## src/include/msw_pkg.sv

```systemverilog
package msw_pkg;
  localparam int MODE_W = 5;
  localparam int STATE_W = 4;
  localparam int PROC_W = 3;
  localparam int PAR_W = 8;
  localparam logic [PAR_W-1:0] GLOBAL_IDX = 8'h1C;
  localparam logic [PAR_W-1:0] GLOBAL_SIDX = 8'h02;
  localparam logic [PAR_W-1:0] PTP_IDX = 8'h23;
  localparam logic [PAR_W-1:0] PTP_SIDX = 8'h02;
  localparam logic [PAR_W-1:0] IO_MODE_IDX = 8'h1D;
  localparam logic [PAR_W-1:0] IO_MODE_SIDX = 8'h1F;
  localparam logic [15:0] IO_MODE_RESET = 16'h0000;
  localparam logic [15:0] IO_MODE_FIXED = 16'h0002;
  localparam logic [3:0] ST_START = 4'h1;
  localparam logic [3:0] ST_FAULT = 4'h9;
  localparam int GS_STATE_LSB = 0;
  localparam int GS_RSVD = 4;
  localparam int GS_INT_FLT = 5;
  localparam int GS_EXT_FLT = 6;
  localparam int GS_WARN = 7;
  localparam int GS_PROC_LSB = 13;
  localparam int GS_MODE_LSB = 16;
  localparam int GS_HOMED = 21;
  localparam int GS_STILL = 22;
  localparam int PS_ERR_LO_LSB = 0;
  localparam int PS_ERR_HI_LSB = 5;
  localparam int PS_SETPT = 13;
  localparam int PROC_ADD = 0;
  localparam int PROC_END = 1;
  localparam int PROC_ERR = 2;
  localparam logic [PROC_W-1:0] PROC_RESET = 3'h2;
  localparam logic [31:0] GLOBAL_RESET = 32'h0000_4001;
  localparam logic [15:0] PTP_RESET = 16'h4000;
  localparam logic [31:0] RDATA_RESET = 32'h0000_0000;

  function automatic logic state_valid(input logic [STATE_W-1:0] code);
    return (code >= ST_START) && (code <= ST_FAULT);
  endfunction
endpackage

```

## src/include/msw_proc_if.sv

```systemverilog
interface msw_proc_if;
  import msw_pkg::*;
  logic [PROC_W-1:0] proc;
  logic [PROC_W-1:0] ptp_proc;
  logic [MODE_W-1:0] mode;
  logic busy;
  modport tracker(output proc, output ptp_proc, output mode, output busy);
  modport viewer(input proc, input ptp_proc, input mode, input busy);
endinterface

```

## src/design/msw_mode_track.sv

```systemverilog
module msw_mode_track #(
  parameter int NUM_MODES = 32,
  parameter logic [msw_pkg::MODE_W-1:0] PTP_MODE = 5'h01
) (
  input wire logic i_clk,
  input wire logic i_rst,
  input wire logic i_start,
  input wire logic [msw_pkg::MODE_W-1:0] i_start_mode,
  input wire logic i_done,
  input wire logic i_chain,
  input wire logic [msw_pkg::MODE_W-1:0] i_next_mode,
  input wire logic i_fault,
  input wire logic i_fault_clr,
  input wire logic i_add_info,
  msw_proc_if.tracker o_stat
);
  import msw_pkg::*;
  typedef enum logic {MT_IDLE, MT_RUN} msw_trk_t;
  msw_trk_t st_reg, st_next;
  logic [PROC_W-1:0] stat_reg [NUM_MODES];
  logic [PROC_W-1:0] stat_next [NUM_MODES];
  logic [MODE_W-1:0] act_reg, act_next;
  logic chain_diff;

  assign chain_diff = i_chain && (i_next_mode != act_reg);

  always_comb begin
    stat_next = stat_reg;
    act_next = act_reg;
    st_next = st_reg;
    stat_next[act_reg][PROC_ADD] = i_add_info;
    // Clear first so that a fault in the same cycle wins
    if (i_fault_clr) begin
      stat_next[act_reg][PROC_ERR] = 1'b0;
    end
    case (st_reg)
      MT_IDLE: begin
        // A latched fault blocks any new start
        if (i_start && !stat_reg[act_reg][PROC_ERR]) begin
          act_next = i_start_mode;
          stat_next[i_start_mode][PROC_END] = 1'b0;
          st_next = MT_RUN;
        end
      end
      MT_RUN: begin
        if (i_fault) begin
          stat_next[act_reg][PROC_ERR] = 1'b1;
          stat_next[act_reg][PROC_END] = 1'b1;
          st_next = MT_IDLE;
        end else if (i_done) begin
          if (!chain_diff) begin
            stat_next[act_reg][PROC_END] = 1'b1;
          end
          st_next = MT_IDLE;
        end
      end
      default: begin
        st_next = MT_IDLE;
      end
    endcase
  end

  always_ff @(posedge i_clk) begin
    if (i_rst) begin
      st_reg <= MT_IDLE;
      act_reg <= '0;
      for (int i = 0; i < NUM_MODES; i++) begin
        stat_reg[i] <= PROC_RESET;
      end
    end else begin
      st_reg <= st_next;
      act_reg <= act_next;
      stat_reg <= stat_next;
    end
  end

  assign o_stat.proc = stat_reg[act_reg];
  assign o_stat.ptp_proc = stat_reg[PTP_MODE];
  assign o_stat.mode = act_reg;
  assign o_stat.busy = (st_reg == MT_RUN);
endmodule // msw_mode_track

```

## src/design/msw_par_port.sv

```systemverilog
module msw_par_port (
  input wire logic i_clk,
  input wire logic i_rst,
  input wire logic i_rd,
  input wire logic i_wr,
  input wire logic [msw_pkg::PAR_W-1:0] i_idx,
  input wire logic [msw_pkg::PAR_W-1:0] i_sidx,
  input wire logic [31:0] i_wdata,
  input wire logic [31:0] i_global,
  input wire logic [15:0] i_ptp,
  output logic [31:0] o_rdata,
  output logic o_ack,
  output logic o_err,
  output logic [15:0] o_io_mode
);
  import msw_pkg::*;
  logic [31:0] rdata_next;
  logic ack_next, err_next;
  logic [15:0] io_mode_next;
  logic hit_glob, hit_ptp, hit_io;

  always_comb begin
    hit_glob = (i_idx == GLOBAL_IDX) && (i_sidx == GLOBAL_SIDX);
    hit_ptp = (i_idx == PTP_IDX) && (i_sidx == PTP_SIDX);
    hit_io = (i_idx == IO_MODE_IDX) && (i_sidx == IO_MODE_SIDX);
    rdata_next = RDATA_RESET;
    ack_next = i_rd || i_wr;
    err_next = 1'b0;
    io_mode_next = o_io_mode;
    if (i_rd) begin
      if (hit_glob) begin
        rdata_next = i_global;
      end else if (hit_ptp) begin
        rdata_next = {16'h0000, i_ptp};
      end else if (hit_io) begin
        rdata_next = {16'h0000, o_io_mode};
      end else begin
        err_next = 1'b1;
      end
    end else if (i_wr) begin
      // Values above 2 have no meaning and are refused
      if (hit_io && (i_wdata <= {16'h0000, IO_MODE_FIXED})) begin
        io_mode_next = i_wdata[15:0];
      end else begin
        err_next = 1'b1;
      end
    end
  end

  always_ff @(posedge i_clk) begin
    if (i_rst) begin
      o_rdata <= RDATA_RESET;
      o_ack <= 1'b0;
      o_err <= 1'b0;
      o_io_mode <= IO_MODE_RESET;
    end else begin
      o_rdata <= rdata_next;
      o_ack <= ack_next;
      o_err <= err_next;
      o_io_mode <= io_mode_next;
    end
  end
endmodule // msw_par_port

```

## src/design/msw_status_top.sv

```systemverilog
module msw_status_top #(
  parameter int NUM_MODES = 32,
  parameter logic [msw_pkg::MODE_W-1:0] PTP_MODE = 5'h01
) (
  input wire logic i_clk,
  input wire logic i_rst,
  input wire logic [msw_pkg::STATE_W-1:0] i_drive_state,
  input wire logic i_internal_fault_flag,
  input wire logic i_external_fault_flag,
  input wire logic i_warning,
  input wire logic [msw_pkg::MODE_W-1:0] i_active_mode_number,
  input wire logic i_homed,
  input wire logic i_standstill,
  input wire logic i_pos_limit_error,
  input wire logic i_neg_limit_error,
  input wire logic i_hardware_halt_error,
  input wire logic i_reference_error,
  input wire logic i_soft_pos_limit_error,
  input wire logic i_soft_neg_limit_error,
  input wire logic i_soft_halt_error,
  input wire logic i_setpoint_reached,
  input wire logic i_op_start,
  input wire logic [msw_pkg::MODE_W-1:0] i_op_mode,
  input wire logic i_op_done,
  input wire logic i_op_chain,
  input wire logic [msw_pkg::MODE_W-1:0] i_next_mode,
  input wire logic i_op_fault,
  input wire logic i_fault_clear,
  input wire logic i_add_info,
  input wire logic i_par_rd,
  input wire logic i_par_wr,
  input wire logic [msw_pkg::PAR_W-1:0] i_par_idx,
  input wire logic [msw_pkg::PAR_W-1:0] i_par_sidx,
  input wire logic [31:0] i_par_wdata,
  output logic [31:0] o_par_rdata,
  output logic o_par_ack,
  output logic o_par_err,
  output logic [31:0] o_global_drive_status,
  output logic [15:0] o_point_move_status,
  output logic o_axis_add_info,
  output logic o_axis_end,
  output logic o_axis_err
);
  import msw_pkg::*;
  logic [31:0] glob_reg, glob_next;
  logic [15:0] ptp_reg, ptp_next;
  logic [PROC_W-1:0] axis_reg, axis_next;
  logic [15:0] io_mode;
  logic chain_diff;

  msw_proc_if proc_if();

  msw_mode_track #(
    .NUM_MODES(NUM_MODES),
    .PTP_MODE(PTP_MODE)
  ) u_track (
    .i_clk(i_clk),
    .i_rst(i_rst),
    .i_start(i_op_start),
    .i_start_mode(i_op_mode),
    .i_done(i_op_done),
    .i_chain(i_op_chain),
    .i_next_mode(i_next_mode),
    .i_fault(i_op_fault),
    .i_fault_clr(i_fault_clear),
    .i_add_info(i_add_info),
    .o_stat(proc_if)
  );

  // Reads see the registered words, so every field of one read is from one cycle
  msw_par_port u_par (
    .i_clk(i_clk),
    .i_rst(i_rst),
    .i_rd(i_par_rd),
    .i_wr(i_par_wr),
    .i_idx(i_par_idx),
    .i_sidx(i_par_sidx),
    .i_wdata(i_par_wdata),
    .i_global(glob_reg),
    .i_ptp(ptp_reg),
    .o_rdata(o_par_rdata),
    .o_ack(o_par_ack),
    .o_err(o_par_err),
    .o_io_mode(io_mode)
  );

  assign chain_diff = i_op_chain && (i_next_mode != proc_if.mode);

  always_comb begin
    glob_next = 32'h0000_0000;
    // An out-of-range code is a transient upstream; keep the last good one
    if (state_valid(i_drive_state)) begin
      glob_next[GS_STATE_LSB +: STATE_W] = i_drive_state;
    end else begin
      glob_next[GS_STATE_LSB +: STATE_W] = glob_reg[GS_STATE_LSB +: STATE_W];
    end
    glob_next[GS_RSVD] = 1'b0;
    glob_next[GS_INT_FLT] = i_internal_fault_flag;
    glob_next[GS_EXT_FLT] = i_external_fault_flag;
    glob_next[GS_WARN] = i_warning;
    glob_next[GS_PROC_LSB +: PROC_W] = proc_if.proc;
    glob_next[GS_MODE_LSB +: MODE_W] = i_active_mode_number;
    glob_next[GS_HOMED] = i_homed;
    glob_next[GS_STILL] = i_standstill;
    ptp_next = 16'h0000;
    ptp_next[PS_ERR_LO_LSB +: 4] = {i_reference_error, i_hardware_halt_error,
                                    i_neg_limit_error, i_pos_limit_error};
    ptp_next[PS_ERR_HI_LSB +: 3] = {i_soft_halt_error, i_soft_neg_limit_error,
                                    i_soft_pos_limit_error};
    ptp_next[PS_SETPT] = i_setpoint_reached;
    ptp_next[GS_PROC_LSB + PROC_END] = proc_if.ptp_proc[PROC_END];
    ptp_next[GS_PROC_LSB + PROC_ERR] = proc_if.ptp_proc[PROC_ERR];
    // Outputs stay low unless the I/O is given its fixed functions
    if (io_mode == IO_MODE_FIXED) begin
      axis_next = proc_if.proc;
    end else begin
      axis_next = '0;
    end
  end

  always_ff @(posedge i_clk) begin
    if (i_rst) begin
      glob_reg <= GLOBAL_RESET;
      ptp_reg <= PTP_RESET;
      axis_reg <= '0;
    end else begin
      glob_reg <= glob_next;
      ptp_reg <= ptp_next;
      axis_reg <= axis_next;
    end
  end

  assign o_global_drive_status = glob_reg;
  assign o_point_move_status = ptp_reg;
  assign o_axis_add_info = axis_reg[PROC_ADD];
  assign o_axis_end = axis_reg[PROC_END];
  assign o_axis_err = axis_reg[PROC_ERR];

  a_state_copy: assert property (@(posedge i_clk) disable iff (i_rst)
    !$past(i_rst) && state_valid($past(i_drive_state))
    |-> glob_reg[3:0] == $past(i_drive_state))
    else $error("state field does not follow drive state");

  a_state_hold: assert property (@(posedge i_clk) disable iff (i_rst)
    !$past(i_rst) && !state_valid($past(i_drive_state))
    |-> $stable(glob_reg[3:0]))
    else $error("invalid state code was not held off");

  a_flag_bits: assert property (@(posedge i_clk) disable iff (i_rst)
    !$past(i_rst) |-> !glob_reg[4]
      && glob_reg[5] == $past(i_internal_fault_flag)
      && glob_reg[6] == $past(i_external_fault_flag)
      && glob_reg[7] == $past(i_warning))
    else $error("fault or warning bits wrong");

  a_mode_homed: assert property (@(posedge i_clk) disable iff (i_rst)
    !$past(i_rst) |-> glob_reg[20:16] == $past(i_active_mode_number)
      && glob_reg[21] == $past(i_homed))
    else $error("mode number or homed bit wrong");

  a_still_bit: assert property (@(posedge i_clk) disable iff (i_rst)
    !$past(i_rst) |-> glob_reg[22] == $past(i_standstill))
    else $error("standstill bit wrong");

  a_proc_copy: assert property (@(posedge i_clk) disable iff (i_rst)
    !$past(i_rst) |-> glob_reg[15:13] == $past(proc_if.proc))
    else $error("processing bits not copied from active mode");

  a_end_drop: assert property (@(posedge i_clk) disable iff (i_rst)
    i_op_start && !proc_if.busy && !proc_if.proc[PROC_ERR]
    |=> !proc_if.proc[PROC_END] ##1 !glob_reg[14])
    else $error("start did not clear finished bit");

  a_end_rise: assert property (@(posedge i_clk) disable iff (i_rst)
    proc_if.busy && i_op_done && !chain_diff
    |=> proc_if.proc[PROC_END] ##1 glob_reg[14])
    else $error("completion did not set finished bit");

  a_chain_low: assert property (@(posedge i_clk) disable iff (i_rst)
    proc_if.busy && i_op_done && chain_diff && !i_op_fault
    |=> !proc_if.proc[PROC_END] ##1 !glob_reg[14])
    else $error("chained completion raised finished bit");

  a_fault_set: assert property (@(posedge i_clk) disable iff (i_rst)
    proc_if.busy && i_op_fault |=> proc_if.proc[PROC_ERR] ##1 glob_reg[15])
    else $error("fault did not set error bit");

  a_fault_block: assert property (@(posedge i_clk) disable iff (i_rst)
    proc_if.proc[PROC_ERR] && !proc_if.busy |=> !proc_if.busy)
    else $error("start accepted while fault pending");

  a_axis_fixed: assert property (@(posedge i_clk) disable iff (i_rst)
    !$past(i_rst) |-> o_axis_end == ($past(io_mode) == IO_MODE_FIXED
      && $past(proc_if.proc[PROC_END]))
      && o_axis_err == ($past(io_mode) == IO_MODE_FIXED
      && $past(proc_if.proc[PROC_ERR])))
    else $error("axis outputs do not mirror status in fixed I/O");

  a_ro_write: assert property (@(posedge i_clk) disable iff (i_rst)
    i_par_wr && !i_par_rd && i_par_idx == GLOBAL_IDX && i_par_sidx == GLOBAL_SIDX
    |=> o_par_ack && o_par_err)
    else $error("write to status word not refused");

  a_ptp_bits: assert property (@(posedge i_clk) disable iff (i_rst)
    !$past(i_rst) |-> ptp_reg[0] == $past(i_pos_limit_error)
      && ptp_reg[7] == $past(i_soft_halt_error) && !ptp_reg[4]
      && ptp_reg[13] == $past(i_setpoint_reached)
      && ptp_reg[14] == $past(proc_if.ptp_proc[PROC_END]))
    else $error("point move status bits wrong");
endmodule // msw_status_top

```

## config.mk

```make
export PLATFORM = sky130hd
export DESIGN_NAME = msw_status_top
export DESIGN_NICKNAME = d
export VERILOG_FILES = /design/src/include/msw_pkg.sv /design/src/include/msw_proc_if.sv /design/src/design/msw_mode_track.sv /design/src/design/msw_par_port.sv /design/src/design/msw_status_top.sv
export SDC_FILE = /design/constraint.sdc
export NUM_CORES = 1
export LEC_CHECK = 0
export BUFFER_PORTS_ARGS = -buffer_cell sky130_fd_sc_hd__buf_4
export CAP_MARGIN = 10
export CORE_MARGIN = 2
export CORE_UTILIZATION = 40
export DETAILED_ROUTE_END_ITERATION = 6
export GPL_TIMING_DRIVEN = 1
export PLACE_DENSITY = 0.65
export SLEW_MARGIN = 20
export SYNTH_ARGS = -nofsm -noshare
export SYNTH_HDL_FRONTEND = slang
export SYNTH_HIERARCHICAL = 1
export SYNTH_SLANG_ARGS = --single-unit
```

## constraint.sdc

```tcl
create_clock -name i_clk -period 3.2 [get_ports i_clk]
set_clock_uncertainty 0.05 [all_clocks]
set_input_delay 0.48 -clock i_clk [delete_from_list [all_inputs] [get_ports i_clk]]
set_output_delay 0.48 -clock i_clk [all_outputs]
set_load 0.02 [all_outputs]
```

==> results_dict.tcl <==
set metrics [dict create \
    antenna_found_initial 0 \
    final_common_cell "dfxtp_1" \
    drtAntennaViolNets 0 \
    viasPerCell 5.48 \
    ys.warnings.count 6 \
    setup_tns_ps 0 \
    num_vias 7155 \
    r2r_slack_ps 380 \
    die_area_sq_um 21400 \
    dp_hpwl_um 16800 \
    swShare_pct 28.6 \
    start_util_pct 40.4 \
    core_sq_um 20000 \
    fin_cells 1305 \
    worstSkewPairLatency_ps 430 \
    multiInputGateArea_sq_um 4050 \
    clockRootBuffer "clkbuf_16" \
    ios 175 \
    cts_resized 0 \
    wl_per_cell_um 18.3 \
    cp-startpoint "u_track/o_stat.mode[0]$_SDFFE_PP0P_" \
    place_inst 1273 \
    hp-class "in2reg" \
    worst_slew_pin_slew_ps 990 \
    critPathKind "reg2reg" \
    cts_setup_buffers 0 \
    end_kind "register" \
    required_ps 3430 \
    comb_power_share_pct 12.9 \
    worst_slew_margin_rel_pct 33.9 \
    fillers 1903 \
    port_buffers 153 \
    syn_inst 883 \
    setup_ws_ps 377 \
    final_hold_viol_count 0 \
    syn_area_sq_um 8100 \
    place_ws_ps 406 \
    cp-endpoint "u_track/stat_reg[79]$_SDFFE_PP1P_" \
    path_max_fanout 22 \
    grt_util_all_layers_pct 22.2 \
    grt_setup_unrepaired "no" \
    drt_pass1_iterations 5 \
    power_switching_mw 1.45 \
    drtIter0Drc 653 \
    clockBufferDepth 2 \
    finalMaxSlewViolations 0 \
    gp_routability_congestion 0.849 \
    pwr-share-clk_pct 39.9 \
    cts.sinks 182 \
    critical-path-max-stage-delay_ps 970 \
    cts_max_level 4 \
    antenna_cells 0 \
    die_h_um 146 \
    largest_reg_flops 93 \
    path_cells "buf_4 > nor3_1 > a211oi_2 > nand4_4 > nor4_4 > a21oi_1" \
    final_nets 1112 \
    path_clk_slew_ps 80 \
    startpoint_type "register" \
    p_leak_nw 3.67 \
    drv_cap 0 \
    drc 0 \
    final_layout_size_suffix_gt1_share_pct 23.4 \
    grt_start_max_net_pins 107 \
    ir_worst_vdd_mv 0.379 \
    grt_pass1_vias 6694 \
    cts_tree "built" \
    p_per_area_nw_per_um2 508 \
    grt_pass1_wl_um 37300 \
    fin_crit_sh_pct 88.2 \
    slowest_stage "dfxtp_1" \
    reg2reg_to "u_track/stat_reg[79]$_SDFFE_PP1P_" \
    avgSynthCellArea_sq_um 9.17 \
    cts_made_buffers 17 \
    num_rows 52 \
    r2r_start "u_track/o_stat.mode[0]$_SDFFE_PP0P_" \
    regArea_sq_um 3640 \
    dieWidth_um 146 \
    final_cell_mix "dfxtp_1, buf_4, nor2_1" \
    status "completed" \
    seq_power_share_pct 47.2 \
    worst_ep_arrival_time_ps 3050 \
    worstRegToRegCells 6 \
    cts_hold_buf 0 \
    power.internal_mw 3.60 \
    grt-ovfl-total 0 \
    min_period_ps 2820 \
    p_total_mw 5.05 \
    drt_wl_total_um 23900 \
    setup_viol 0 \
    fmaxAchievable_mhz 354 \
    area_growth_pct 22.5 \
]
per-layer routing:
metal | GRT usage (%) | routed length (um)
met5 | 0 | 0
met4 | 9.32 | 749
met3 | 5.47 | 1680
met2 | 36.7 | 11400
met1 | 27.7 | 10100
critical path, delay by kind of cell (launching register included):
kind / cells / cell delay [ps]
compound gates: 2 / 420
buf+inv: 1 / 270
flops: 1 / 970
simple gates: 3 / 940
through the flow:
step                      area, sq um  utilization [%]  hold slack, ps
final                            9920             49.5             199
after global routing             9920             49.5             188
after CTS                        9920             49.5             183
after detailed placement         9370             46.7             416
after global placement           9370             46.7             411
after floorplan                  8250                -             399
final cells by class:
class                   count  share of cell area [%]
multi-input cells         641                    40.8
flip-flops and latches    182                    36.7
inverters                  11                   0.416
clock inverters            15                    1.35
clock buffers              17                    4.29
well taps                 270                    3.40
repair buffers            169                    13.0
power by group through the flow:
stage	Combinational, mW	Clock (mW)	Sequential [mW]
2_1_floorplan	0.452	0	2.41
3_3_place_gp	0.638	0	2.43
3_5_place_dp	0.643	0	2.43
4_1_cts	0.647	2.05	2.38
5_1_grt	0.698	2.14	2.39
6_report	0.653	2.01	2.38
how the worst min path moves through the flow:
stage	start	end	slack [ps]	cells after the start
finish	i_pos_limit_error	o_point_move_status[0]$_SDFF_PP0_	200	2
global route	i_neg_limit_error	o_point_move_status[1]$_SDFF_PP0_	190	2
CTS	i_pos_limit_error	o_point_move_status[0]$_SDFF_PP0_	180	2
detailed placement	u_track/stat_reg[30]$_SDFFE_PP0P_	u_track/stat_reg[30]$_SDFFE_PP0P_	420	2
global placement	u_track/stat_reg[39]$_SDFFE_PP0P_	u_track/stat_reg[39]$_SDFFE_PP0P_	410	2
floorplan	u_track/o_stat.busy$_SDFF_PP0_	u_track/o_stat.busy$_SDFF_PP0_	400	2
Note: power is estimated with default switching activity, not from simulation.
